### src/sysbits_pkg.sv
// Purpose: shared constants for the system status bit bank
// Assumes: apb with 32-bit data, one register per aligned word
// Notes: offsets are byte addresses
`default_nettype none

package sysbits_pkg;

  // ------------------------------------------------------------
  // bus geometry
  // ------------------------------------------------------------
  localparam int ADDR_W = 8;
  localparam int DATA_W = 32;
  localparam int RACKS = 8;
  localparam int DT_WORDS = 4;
  localparam int DT_W = 16;
  localparam int ADJ_W = 16;

  // ------------------------------------------------------------
  // register offsets
  // ------------------------------------------------------------
  localparam logic [ADDR_W-1:0] OFF_CTRL = 8'h00;
  localparam logic [ADDR_W-1:0] OFF_FLAGS = 8'h04;
  localparam logic [ADDR_W-1:0] OFF_STATUS = 8'h08;
  localparam logic [ADDR_W-1:0] OFF_IRQ_STAT = 8'h0c;
  localparam logic [ADDR_W-1:0] OFF_IRQ_MASK = 8'h10;
  localparam logic [ADDR_W-1:0] OFF_ADJ = 8'h14;
  localparam logic [ADDR_W-1:0] OFF_DT0 = 8'h18;
  localparam logic [ADDR_W-1:0] OFF_DT3 = 8'h24;

  // ------------------------------------------------------------
  // ctrl fields
  // ------------------------------------------------------------
  localparam int CTRL_EV_EN = 0;
  localparam int CTRL_CLK_WSEL = 1;
  localparam int CTRL_ADJ_EN = 2;
  localparam int CTRL_CNT_CLR = 3;
  localparam logic EV_EN_RST = 1'b1;
  localparam logic CLK_WSEL_RST = 1'b0;
  localparam logic ADJ_EN_RST = 1'b0;
  localparam logic CNT_CLR_RST = 1'b0;

  // ------------------------------------------------------------
  // flags fields (write 0 clears)
  // ------------------------------------------------------------
  localparam int FLAG_W = 2;
  localparam int FLAG_EV_LOSS = 0;
  localparam int FLAG_SHARED = 1;

  // ------------------------------------------------------------
  // status fields (read only)
  // ------------------------------------------------------------
  localparam int ST_RACK_LSB = 0;
  localparam int ST_CLK_INV = 8;
  localparam int ST_CARD_BATT = 9;
  localparam int ST_RAM_BATT = 10;
  localparam int ST_TERM_ROLE = 11;
  localparam int ST_IO_HEALTH = 12;
  localparam logic [RACKS-1:0] RACK_OK_RST = 8'hff;

  // ------------------------------------------------------------
  // interrupt sources (write 1 clears)
  // ------------------------------------------------------------
  localparam int IRQ_W = 5;
  localparam int IRQ_EV_LOSS = 0;
  localparam int IRQ_SHARED = 1;
  localparam int IRQ_RACK = 2;
  localparam int IRQ_CLK_INV = 3;
  localparam int IRQ_BATT = 4;
  localparam logic [IRQ_W-1:0] IRQ_MASK_RST = 5'h00;

endpackage

`default_nettype wire
### src/sticky_bits.sv
// Purpose: bank of sticky flags, set by hardware, cleared by software
// Assumes: set and clear are one-cycle requests per bit
// Notes: a set in the clearing cycle wins
`default_nettype none

module sticky_bits #(
  parameter int W = 2
) (
  // clock and reset
  input wire logic pclk,
  input wire logic presetn,
  // per-bit requests
  input wire logic [W-1:0] set_bits,
  input wire logic [W-1:0] clear_bits,
  // current flags
  output logic [W-1:0] flags
);

  typedef struct packed {
    logic [W-1:0] flags;
  } sticky_t;

  sticky_t s_q;
  sticky_t s_d;

  always_comb
  begin
    s_d = s_q;
    s_d.flags = (s_q.flags & ~clear_bits) | set_bits;
  end

  always_ff @(posedge pclk or negedge presetn)
  begin
    if (!presetn)
    begin
      s_q <= '0;
    end
    else
    begin
      s_q <= s_d;
    end
  end

  assign flags = s_q.flags;

endmodule // sticky_bits

`default_nettype wire

### src/sysbits_bank.sv
// Purpose: system control and status bit bank behind an apb slave
// Assumes: all system-side inputs synchronous to pclk
// Notes: zero wait state bus, read data latched in setup phase
//
// The APB interface to the registers and the register offsets were decided locally.
`default_nettype none

module sysbits_bank (
  // clock and reset
  input wire logic pclk,
  input wire logic presetn,
  // apb slave
  input wire logic psel,
  input wire logic penable,
  input wire logic pwrite,
  input wire logic [sysbits_pkg::ADDR_W-1:0] paddr,
  input wire logic [sysbits_pkg::DATA_W-1:0] pwdata,
  output logic [sysbits_pkg::DATA_W-1:0] prdata,
  output logic pready,
  output logic pslverr,
  // event processing
  input wire logic event_task_configured,
  input wire logic event_stack_overflow,
  output logic event_dispatch_enable,
  // rack faults
  input wire logic [sysbits_pkg::RACKS-1:0] rack_fault,
  output logic general_io_health,
  output logic [sysbits_pkg::RACKS-1:0] rack_fault_lamp,
  output logic cpu_fault_lamp,
  output logic [sysbits_pkg::RACKS-1:0] module_error_set,
  // real-time clock
  input wire logic rtc_absent,
  input wire logic rtc_words_invalid,
  input wire logic [sysbits_pkg::DT_WORDS*sysbits_pkg::DT_W-1:0]
    date_time_words,
  output logic clock_set_strobe,
  output logic [1:0] clock_set_index,
  output logic [sysbits_pkg::DT_W-1:0] clock_set_data,
  output logic clock_adjust_active,
  output logic clock_adjust_strobe,
  output logic [sysbits_pkg::ADJ_W-1:0] clock_adjust_word,
  // batteries and terminal port
  input wire logic card_battery_ok,
  input wire logic ram_battery_ok,
  input wire logic terminal_slave_mode,
  // message counters and shared words
  output logic message_counters_clear,
  input wire logic shared_words_arrived,
  // interrupt
  output logic irq
);

  // ------------------------------------------------------------
  // state
  // ------------------------------------------------------------
  typedef struct packed {
    logic ev_en;
    logic clk_wsel;
    logic adj_en;
    logic cnt_clr;
    logic [sysbits_pkg::RACKS-1:0] rack_ok;
    logic [sysbits_pkg::RACKS-1:0] rack_fall;
    logic clk_inv;
    logic card_bf;
    logic ram_bf;
    logic term_role;
    logic [sysbits_pkg::ADJ_W-1:0] adj_word;
    logic adj_stb;
    logic [sysbits_pkg::DT_W-1:0] set_data;
    logic [1:0] set_idx;
    logic set_stb;
    logic [sysbits_pkg::IRQ_W-1:0] irq_mask;
    logic [sysbits_pkg::DATA_W-1:0] prdata;
  } state_t;

  localparam state_t STATE_RST = '{
    ev_en: sysbits_pkg::EV_EN_RST,
    clk_wsel: sysbits_pkg::CLK_WSEL_RST,
    adj_en: sysbits_pkg::ADJ_EN_RST,
    cnt_clr: sysbits_pkg::CNT_CLR_RST,
    rack_ok: sysbits_pkg::RACK_OK_RST,
    irq_mask: sysbits_pkg::IRQ_MASK_RST,
    default: '0
  };

  state_t s_q;
  state_t s_d;

  logic setup_ph;
  logic wr_acc;
  logic mapped;
  logic is_dt;
  logic [1:0] dt_idx;
  logic [sysbits_pkg::ADDR_W-1:0] dt_off;
  logic [sysbits_pkg::DATA_W-1:0] rd_val;
  logic [sysbits_pkg::FLAG_W-1:0] flag_set;
  logic [sysbits_pkg::FLAG_W-1:0] flag_clr;
  logic [sysbits_pkg::FLAG_W-1:0] flags;
  logic [sysbits_pkg::IRQ_W-1:0] irq_set;
  logic [sysbits_pkg::IRQ_W-1:0] irq_clr;
  logic [sysbits_pkg::IRQ_W-1:0] irq_stat;

  // ------------------------------------------------------------
  // address decode
  // ------------------------------------------------------------
  assign setup_ph = psel && !penable;
  assign wr_acc = psel && penable && pwrite;
  assign dt_off = paddr - sysbits_pkg::OFF_DT0;
  assign is_dt = (paddr >= sysbits_pkg::OFF_DT0)
    && (paddr <= sysbits_pkg::OFF_DT3) && (paddr[1:0] == 2'h0);
  assign dt_idx = dt_off[3:2];

  always_comb
  begin
    mapped = 1'b1;
    case (paddr)
      sysbits_pkg::OFF_CTRL,
      sysbits_pkg::OFF_FLAGS,
      sysbits_pkg::OFF_STATUS,
      sysbits_pkg::OFF_IRQ_STAT,
      sysbits_pkg::OFF_IRQ_MASK,
      sysbits_pkg::OFF_ADJ: mapped = 1'b1;
      default: mapped = is_dt;
    endcase
  end

  // ------------------------------------------------------------
  // read mux
  // ------------------------------------------------------------
  always_comb
  begin
    rd_val = '0;
    case (paddr)
      sysbits_pkg::OFF_CTRL:
      begin
        rd_val[sysbits_pkg::CTRL_EV_EN] = s_q.ev_en;
        rd_val[sysbits_pkg::CTRL_CLK_WSEL] = s_q.clk_wsel;
        rd_val[sysbits_pkg::CTRL_ADJ_EN] = s_q.adj_en;
        rd_val[sysbits_pkg::CTRL_CNT_CLR] = s_q.cnt_clr;
      end
      sysbits_pkg::OFF_FLAGS:
        rd_val[sysbits_pkg::FLAG_W-1:0] = flags;
      sysbits_pkg::OFF_STATUS:
      begin
        rd_val[sysbits_pkg::ST_RACK_LSB +: sysbits_pkg::RACKS] =
          s_q.rack_ok;
        rd_val[sysbits_pkg::ST_CLK_INV] = s_q.clk_inv;
        rd_val[sysbits_pkg::ST_CARD_BATT] = s_q.card_bf;
        rd_val[sysbits_pkg::ST_RAM_BATT] = s_q.ram_bf;
        rd_val[sysbits_pkg::ST_TERM_ROLE] = s_q.term_role;
        rd_val[sysbits_pkg::ST_IO_HEALTH] = &s_q.rack_ok;
      end
      sysbits_pkg::OFF_IRQ_STAT:
        rd_val[sysbits_pkg::IRQ_W-1:0] = irq_stat;
      sysbits_pkg::OFF_IRQ_MASK:
        rd_val[sysbits_pkg::IRQ_W-1:0] = s_q.irq_mask;
      sysbits_pkg::OFF_ADJ:
        rd_val[sysbits_pkg::ADJ_W-1:0] = s_q.adj_word;
      default:
      begin
        if (is_dt)
        begin
          // date words always read the live clock
          rd_val[sysbits_pkg::DT_W-1:0] =
            date_time_words[dt_idx*sysbits_pkg::DT_W +: sysbits_pkg::DT_W];
        end
      end
    endcase
  end

  // ------------------------------------------------------------
  // next state
  // ------------------------------------------------------------
  always_comb
  begin
    s_d = s_q;
    s_d.set_stb = 1'b0;
    s_d.adj_stb = 1'b0;
    // rack ok bits follow the fault inputs
    s_d.rack_ok = ~rack_fault;
    s_d.rack_fall = s_q.rack_ok & rack_fault;
    s_d.card_bf = ~card_battery_ok;
    s_d.ram_bf = ~ram_battery_ok;
    s_d.term_role = terminal_slave_mode;
    if (setup_ph && !pwrite)
    begin
      s_d.prdata = rd_val;
    end
    if (wr_acc)
    begin
      case (paddr)
        sysbits_pkg::OFF_CTRL:
        begin
          s_d.ev_en = pwdata[sysbits_pkg::CTRL_EV_EN];
          s_d.clk_wsel = pwdata[sysbits_pkg::CTRL_CLK_WSEL];
          s_d.adj_en = pwdata[sysbits_pkg::CTRL_ADJ_EN];
          s_d.cnt_clr = pwdata[sysbits_pkg::CTRL_CNT_CLR];
        end
        sysbits_pkg::OFF_IRQ_MASK:
          s_d.irq_mask = pwdata[sysbits_pkg::IRQ_W-1:0];
        sysbits_pkg::OFF_ADJ:
        begin
          s_d.adj_word = pwdata[sysbits_pkg::ADJ_W-1:0];
          s_d.adj_stb = s_q.adj_en;
        end
        default:
        begin
          // date writes reach the clock only when selected
          if (is_dt && s_q.clk_wsel)
          begin
            s_d.set_stb = 1'b1;
            s_d.set_idx = dt_idx;
            s_d.set_data = pwdata[sysbits_pkg::DT_W-1:0];
          end
        end
      endcase
    end
    // a clock set clears the flag, a loss in the same cycle wins
    s_d.clk_inv = (s_q.clk_inv & ~s_d.set_stb)
      | rtc_absent | rtc_words_invalid;
  end

  always_ff @(posedge pclk or negedge presetn)
  begin
    if (!presetn)
    begin
      s_q <= STATE_RST;
    end
    else
    begin
      s_q <= s_d;
    end
  end

  // ------------------------------------------------------------
  // software flags: event loss and shared words
  // ------------------------------------------------------------
  always_comb
  begin
    flag_set = '0;
    flag_set[sysbits_pkg::FLAG_EV_LOSS] = event_stack_overflow;
    flag_set[sysbits_pkg::FLAG_SHARED] = shared_words_arrived;
    flag_clr = '0;
    if (wr_acc && (paddr == sysbits_pkg::OFF_FLAGS))
    begin
      // writing 0 to a bit clears it
      flag_clr = ~pwdata[sysbits_pkg::FLAG_W-1:0];
    end
  end

  sticky_bits #(
    .W(sysbits_pkg::FLAG_W)
  ) u_flags (
    .pclk(pclk),
    .presetn(presetn),
    .set_bits(flag_set),
    .clear_bits(flag_clr),
    .flags(flags)
  );

  // ------------------------------------------------------------
  // interrupt status, write 1 clears
  // ------------------------------------------------------------
  always_comb
  begin
    irq_set = '0;
    irq_set[sysbits_pkg::IRQ_EV_LOSS] = event_stack_overflow;
    irq_set[sysbits_pkg::IRQ_SHARED] = shared_words_arrived;
    irq_set[sysbits_pkg::IRQ_RACK] = |s_q.rack_fall;
    irq_set[sysbits_pkg::IRQ_CLK_INV] = s_d.clk_inv & ~s_q.clk_inv;
    irq_set[sysbits_pkg::IRQ_BATT] = (s_d.card_bf & ~s_q.card_bf)
      | (s_d.ram_bf & ~s_q.ram_bf);
    irq_clr = '0;
    if (wr_acc && (paddr == sysbits_pkg::OFF_IRQ_STAT))
    begin
      irq_clr = pwdata[sysbits_pkg::IRQ_W-1:0];
    end
  end

  sticky_bits #(
    .W(sysbits_pkg::IRQ_W)
  ) u_irq (
    .pclk(pclk),
    .presetn(presetn),
    .set_bits(irq_set),
    .clear_bits(irq_clr),
    .flags(irq_stat)
  );

  // ------------------------------------------------------------
  // outputs
  // ------------------------------------------------------------
  assign prdata = s_q.prdata;
  assign pready = 1'b1;
  assign pslverr = psel && penable && !mapped;

  // ------------------------------------------------------------
  // system-side outputs
  // ------------------------------------------------------------

  // events run only with an event task and the enable set
  assign event_dispatch_enable =
    event_task_configured && s_q.ev_en;

  assign general_io_health = &s_q.rack_ok;
  assign rack_fault_lamp = ~s_q.rack_ok;
  assign cpu_fault_lamp = ~(&s_q.rack_ok);
  assign module_error_set = s_q.rack_fall;

  assign clock_set_strobe = s_q.set_stb;
  assign clock_set_index = s_q.set_idx;
  assign clock_set_data = s_q.set_data;
  assign clock_adjust_active = s_q.adj_en;
  assign clock_adjust_strobe = s_q.adj_stb;
  assign clock_adjust_word = s_q.adj_word;

  // held until software writes the bit back to 0
  assign message_counters_clear = s_q.cnt_clr;

  // ------------------------------------------------------------
  // interrupt output
  // ------------------------------------------------------------
  // level, high while any unmasked status bit is set
  assign irq = |(irq_stat & s_q.irq_mask);

endmodule // sysbits_bank

`default_nettype wire

### config.mk
export PLATFORM = sky130hd
export DESIGN_NAME = sysbits_bank
export DESIGN_NICKNAME = d
export VERILOG_FILES = /design/src/sysbits_pkg.sv /design/src/sticky_bits.sv /design/src/sysbits_bank.sv
export SDC_FILE = /design/constraint.sdc
export NUM_CORES = 1
export LEC_CHECK = 0
export BUFFER_PORTS_ARGS = -buffer_cell sky130_fd_sc_hd__buf_2
export CAP_MARGIN = 0
export CORE_MARGIN = 5
export CORE_UTILIZATION = 44
export CTS_BUF_LIST = sky130_fd_sc_hd__clkbuf_4
export CTS_CLUSTER_DIAMETER = 100
export DETAILED_ROUTE_END_ITERATION = 6
export PLACE_DENSITY = 0.79
export SYNTH_ARGS = -nofsm -noshare
export SYNTH_HDL_FRONTEND = slang
export SYNTH_SLANG_ARGS = --single-unit
### constraint.sdc
create_clock -name pclk -period 1.35 [get_ports pclk]
set_clock_uncertainty 0.1 [all_clocks]
set_input_delay 0.135 -clock pclk [delete_from_list [all_inputs] [get_ports pclk]]
set_output_delay 0.135 -clock pclk [all_outputs]
set_load 0.1 [all_outputs]
==> results.md, run 1 <==
- Layout cells sized above 1: 0.602
- CTS sink cnt: 88
- Placed insts: approximately 710
- Drt via density: 5.39
- CP Capture Point: general_io_health
- Mean Syn Cell Area: around 11 um2
- DRT Pass-1 Iters: 5
- Area leader, netlist: dfrtp_1
- Worst R2R Setup Slack: -0.22 ns
- Violated checks: negative setup slack
- Top-area cell type share of the netlist area: 0.416
- FP Rows: 38
- Total congestion overflow: 0
- Antenna viol nets, final: 0
- DRT Wirelength: 16500 um
- Main synth FF type: dfrtp_1
- Slowest cell delay on critical path: just under 0.6 ns
- Total I/O pin count: 217
- Synthesized area: between 4000 and 5000 um2
- Final WS setup: -0.524 ns
- Hold Vio Cnt, Final: 0
- CTS Buf Count: 9
- Met1 GRT Util: 0.261
- DR WL/cell: slightly above 20 um
- Main area contributors after synthesis: dfrtp_1 (42%), buf_4 (12%), mux2_2 (10%)
- Die Span X: about 110 um
- Number of enable flip-flop cells after synthesis: 0
- CP Cell Sequence: nand4_1, nor2_4, buf_6, buf_12
- Overall routing resource usage: 0.234
- Pwr dens: 871 nW/um2
- Global route hottest layer: met2
- M3 GR Usage: 0.0493
- Seq/Total Area, Yosys: 0.466
- Clock-pin slew on the worst setup and hold paths: ~0.14 ns
- FFs w/ async S/R, synth: 1.00
- DRC: 0
- Die height: roughly 110 um
- CTS tree: done
- Tcrit/Tclk final: 1.39
- Worst-Skew Late Latency: ~0.45 ns
- CP Class: flip-flop to output pin
- Final Non-Filler Cells: around 800
- Critical-path maximum fanout: 2
- Req. time, crit path: 1.12 ns
- Commonest non-fill, non-tap cell in the layout: buf_2
- Leak Pwr: approximately 0.0037 uW
- Distinct cells, synth: 48
- Crit path capture type: output pin
- CTS max path bufs: 2
- CP Launch Type: flip-flop
- DR vias: between 4000 and 5000
- Fin Hold WS: between 0.07 and 0.08 ns
- Slew Limit Fails: 0
- RSZ-0062 raised after global routing: true
- CTS root buffer: clkbuf_4
- CP Buf/Inv Count: 2
- DR iter-0 viols: 290
- FF-to-FF Start: s_q[85]
- Worst r2r dst: prdata[12]
- Core area: between 10000 and 15000 um2
- H-tree depth: 3
- Slew margin rel.: 0.650
- Hold Path Depth: 4
- P&R area growth vs syn: 61.8%
- Final cell utilization of the core: 0.719
- Initial antenna violation count: 0
- GR Util met2: 0.431
- Most frequent cells in the layout: buf_2 (106), dfrtp_1 (73), buf_4 (64), buf_12 (55), mux2_2 (38)
- Cells after Synth: between 400 and 500
- Hold WC Path Type: input port to flip-flop
- Fillcell total: between 600 and 700
- FF+latch count, synth: around 90
- Tmin final: about 1.9 ns
- Vias in the first global route: roughly 4400
- Fmax: 0.534 GHz
- Critical path's slowest cell: dfstp_2
- First-pass GRT wire length: between 20000 and 25000 um
- Largest net degree at the start of global routing: 28
- Initial Util: 0.444
- Die area: around 13000 um2
- Detailed placer's ending HPWL: between 10000 and 15000 um
- Least-Margin Pin Slew: about 0.52 ns
- Outcome: finished with violations
- Reg2Reg Depth: 7
- Final Net Count: approximately 780
- Gpl congestion: between 0.8 and 0.9
- Setup Viol. Count Final: 24
- Max-Cap Viols: 0
- Maximum VDD drop: approximately 0.57 mV
- Buffers on Ports: 183
- Levels on crit path: 4
- CP top delay family: flip-flops
- Arrival @ worst endpoint: between 1.5 and 2 ns
- Yosys Warn Count: 0
- CP startpoint: s_q[85]
- Final TNS setup: -4.12 ns
cell families (layout without fill, tap and decap cells):
family / after synthesis / after routing / synth area share
other: 2 / 19 / 0.00158
muxes: 68 / 68 / 0.197
buffers and inverters: 114 / 339 / 0.154
and+or+nand+nor: 84 / 84 / 0.0995
DFF: 88 / 88 / 0.466
AOI/OAI and AO/OA: 59 / 59 / 0.0829
where the power goes:
| part | total (uW) | leakage [uW] | internal (uW) | switching (uW) |
|---|---|---|---|---|
| Sequential | 2870 | 0.00110 | 2760 | 109 |
| Combinational | 2310 | 0.00251 | 824 | 1480 |
| Clock | 1530 | 0.0000762 | 571 | 955 |
registers in the layout, indices dropped and copies added (netlist names), 2 cells and up:
register,count
s_q,19
clock_adjust_word,16
clock_set_data,16
prdata,16
module_error_set,8
u_irq.flags,5
clock_set_index,2
u_flags.flags,2
synthesized netlist by cell type, types with 3 or more instances:
library cell and instances:
and3_1 3, nor2_1 25, dfrtp_1 79, mux2i_1 8, a22oi_1 14, nor2b_1 3
buf_4 76, a21oi_1 8, dfstp_2 9, buf_1 4, mux2_2 43, nand3_1 6
nand2_1 21, nand2b_1 4, o21ai_0 10, mux4_2 16, inv_1 20, buf_2 8
clkbuf_1 5, a31oi_1 10, a21o_1 4
worst reg2reg max path: stages, from the launching register on:
cell	delay, ns
dfstp_2	0.58
nand4_1	0.19
nor2_4	0.16
buf_6	0.12
buf_4	0.10
buf_6	0.08
nand2_2	0.04
a31oi_1	0.15
final cells by class:
| type | count | area, um2 | share of cell area |
|---|---|---|---|
| antenna | 2 | 5.00 | 0.000650 |
| clock buffer | 9 | 67.6 | 0.00878 |
| clock inverter | 7 | 68.8 | 0.00894 |
| inverter | 20 | 87.6 | 0.0114 |
| multi-input combinational | 228 | 2040 | 0.265 |
| sequential | 88 | 2220 | 0.289 |
| tap | 140 | 175 | 0.0228 |
| timing repair buffer | 303 | 3030 | 0.393 |
worst min path at each step:
stage / startpoint / to / slack, ns
final: date_time_words[3] / prdata[3] / 0.07
after global routing: date_time_words[19] / prdata[3] / 0.09
after CTS: date_time_words[3] / prdata[3] / 0.06
after detailed placement: presetn / u_flags.flags[0] / -0.07
after global placement: presetn / u_flags.flags[0] / -0.07
after floorplan: presetn / clock_adjust_active / -0.26
per-stage QoR:
| stage | setup WS [ns] | instance area, um2 | power, uW |
|---|---|---|---|
| finish | -0.524 | 7690 | 6700 |
| global route | -0.592 | 7690 | 6950 |
| CTS | -0.509 | 7250 | 6590 |
| detailed placement | -0.481 | 6330 | 4880 |
| global placement | -0.450 | 6330 | 4840 |
| floorplan | -0.667 | 5010 | 4370 |
timing repair:
item | in CTS | in global routing
endpoints found under the hold margin | 156 | 0
gates cloned | 0 | 3
pin swaps | 7 | 10
endpoints found under the setup margin | 65 | 97
buffers inserted | 13 | 21
resized for setup | 125 | 62
hold buffers | 33 | 0
layer usage:
layer	wire, um	part of all wire	vias up
met1	5840	0.35	2152
met2	8770	0.53	246
met4	638	0.039	0
met5	0	0	-
met3	1230	0.075	56
li1	-	-	1843
(Power assumes the default switching activity.)
==> inputs of run 2 (changes only) <==
==> constraint.sdc (replaced) <==
create_clock -name pclk -period 1.6 [get_ports pclk]
set_clock_uncertainty 0.1 [all_clocks]
set_input_delay 0.16 -clock pclk [delete_from_list [all_inputs] [get_ports pclk]]
set_output_delay 0.16 -clock pclk [all_outputs]
set_load 0.1 [all_outputs]
==> run 2 against run 1 <==
Against the previous run:
- the run still ends with negative setup slack left
- clock power is 16% lower
- clock-buffer cell count stayed put
- die area stayed put
- total power is 21% lower
- non-clock buffer count is 46 lower
- wire length is 13% lower
==> results.md, run 2 (synthesis gave the netlist of run 1 again) <==
- Worst-Skew Late Latency: between 0.4 and 0.5 ns
- Slew Limit Fails: 0
- Core area: 10700 um2
- Die Span X: roughly 110 um
- Fin area: ~6400 um2
- ANT cells: 0
- DR iter-0 viols: about 160
- Least-Margin Pin Slew: between 0.5 and 0.6 ns
- Most frequent cells in the layout: buf_2 (153), dfrtp_1 (79), mux2_2 (40), buf_4 (39), dlygate4sd3_1 (32)
- Tmin final: approximately 1.9 ns
- P&R area growth vs syn: 33.7%
- CP Launch Type: flip-flop
- Initial Util: 0.444
- Commonest non-fill, non-tap cell in the layout: buf_2
- Leak Pwr: 0.00322 uW
- Reg2Reg Depth: 6
- Pwr dens: roughly 840 nW/um2
- First-pass GRT wire length: 22000 um
- Max-Cap Viols: 0
- Crit path capture type: output pin
- Critical path's slowest cell: dfstp_2
- Multi-input logic area: around 1900 um2
- FF-to-FF Start: s_q[89]
- Power Total: around 5300 uW
- Fmax: between 0.5 and 0.6 GHz
- Max reg flops: 19
- Antenna viol nets, final: 0
- Fillcell total: approximately 880
- DRT Pass-1 Iters: 5
- CP Cell Sequence: nand4_1, nor2_4, buf_6, buf_12
- Buffers on Ports: 183
- Slowest cell delay on critical path: 0.58 ns
- Die height: around 110 um
- CTS Buf Count: 9
- Reg area: 2210 um2
- Hold Vio Cnt, Final: 0
- Vias in the first global route: about 4300
- FP Rows: 38
- DRC: 0
- Gpl congestion: ~0.87
- Worst R2R Setup Slack: 0.09 ns
- Slew margin rel.: 0.647
- Clock-pin slew on the worst setup and hold paths: ~0.15 ns
- Arrival @ worst endpoint: between 1.5 and 2 ns
- Largest net degree at the start of global routing: 39
- Die area: ~13000 um2
- CTS tree: done
- CTS sink cnt: around 90
- Drt via density: between 5 and 6
- CTS max path bufs: 2
- CTS root buffer: clkbuf_4
- Placed Area: between 5000 and 6000 um2
- RSZ-0062 raised after global routing: true
- Maximum VDD drop: between 0.3 and 0.4 mV
- Final cell utilization of the core: 0.594
- Most flops, register: s_q
- Final WS setup: -0.299 ns
- Final Net Count: 729
- Outcome: finished with violations
- DR vias: 3849
- DR WL/cell: 19.2 um
- Tcrit/Tclk final: 1.19
- Violated checks: negative setup slack
- CP Class: flip-flop to output pin
- Setup Viol. Count Final: 7
- Worst r2r dst: prdata[12]
- Hold WC Path Type: input port to async pin
- Overall routing resource usage: 0.223
- Total congestion overflow: 0
- Req. time, crit path: 1.34 ns
- H-tree depth: 3
- Total I/O pin count: between 200 and 250
- Initial antenna violation count: 0
- Critical-path maximum fanout: 2
- Fin Hold WS: approximately 0.055 ns
- Layout cells sized above 1: 0.539
- Detailed placer's ending HPWL: 10900 um
- DRT Wirelength: between 10000 and 15000 um
==> run 2: changes by cell type in the layout (fill, tap and decap cells not counted), moves of 12 or more <==
cell	delta
buf_4	-25
buf_2	+47
buf_6	-24
clkbuf_4	+12
buf_12	-40
buf_8	-13
==> run 2: area by class of cell <==
cell class / count / share of cell area
clock buffers: 9 / 0.0106
multi-input cells: 228 / 0.302
inverters: 20 / 0.0122
repair buffers: 257 / 0.289
flip-flops and latches: 88 / 0.348
clock inverters: 7 / 0.0108
well taps: 140 / 0.0276
==> run 2: per-layer routing <==
layer	global-route usage	wire, um	up-vias
met5	0	0	-
met4	0.102	405	0
met3	0.0424	996	27
met2	0.399	7530	195
met1	0.258	5440	1868
li1	-	-	1759
==> run 2: per-stage QoR <==
step	setup TNS, ns	setup WS [ns]	std cells
2_1_floorplan	-1.35	-0.442	430
3_3_place_gp	-6.75	-0.239	693
3_5_place_dp	-9.20	-0.280	693
4_1_cts	-0.986	-0.314	747
5_1_grt	-1.38	-0.363	749
6_report	-0.930	-0.299	749
==> run 2: worst max-delay path by stage <==
| stage | to | start | slack (ns) |
|---|---|---|---|
| 6_report | general_io_health | s_q[89] | -0.30 |
| 5_1_grt | general_io_health | s_q[87] | -0.36 |
| 4_1_cts | general_io_health | s_q[87] | -0.31 |
| 3_5_place_dp | s_q[95] | paddr[7] | -0.28 |
| 3_3_place_gp | message_counters_clear | paddr[7] | -0.24 |
| 2_1_floorplan | cpu_fault_lamp | s_q[89] | -0.44 |
==> run 2: worst max-delay path: cells and delay by family, from the launching register on <==
| family | cells | cell delay (ns) |
|---|---|---|
| simple gates | 2 | 0.32 |
| flops | 1 | 0.58 |
| buf+inv | 2 | 0.28 |
==> run 2: where the power goes <==
part / total, uW / internal, uW / switching, uW / leakage [uW]
registers: 2380 / 2330 / 55.5 / 0.00111
logic: 1650 / 449 / 1200 / 0.00203
clock network: 1290 / 478 / 809 / 0.0000758
total: 5320 / 3250 / 2060 / 0.00322
==> run 2: repair_timing <==
action	CTS	global route
hold buffers	32	0
buffers inserted	6	4
setup endpoints to repair	16	21
resized for setup	38	17
pin swaps	3	2
hold endpoints to repair	148	0
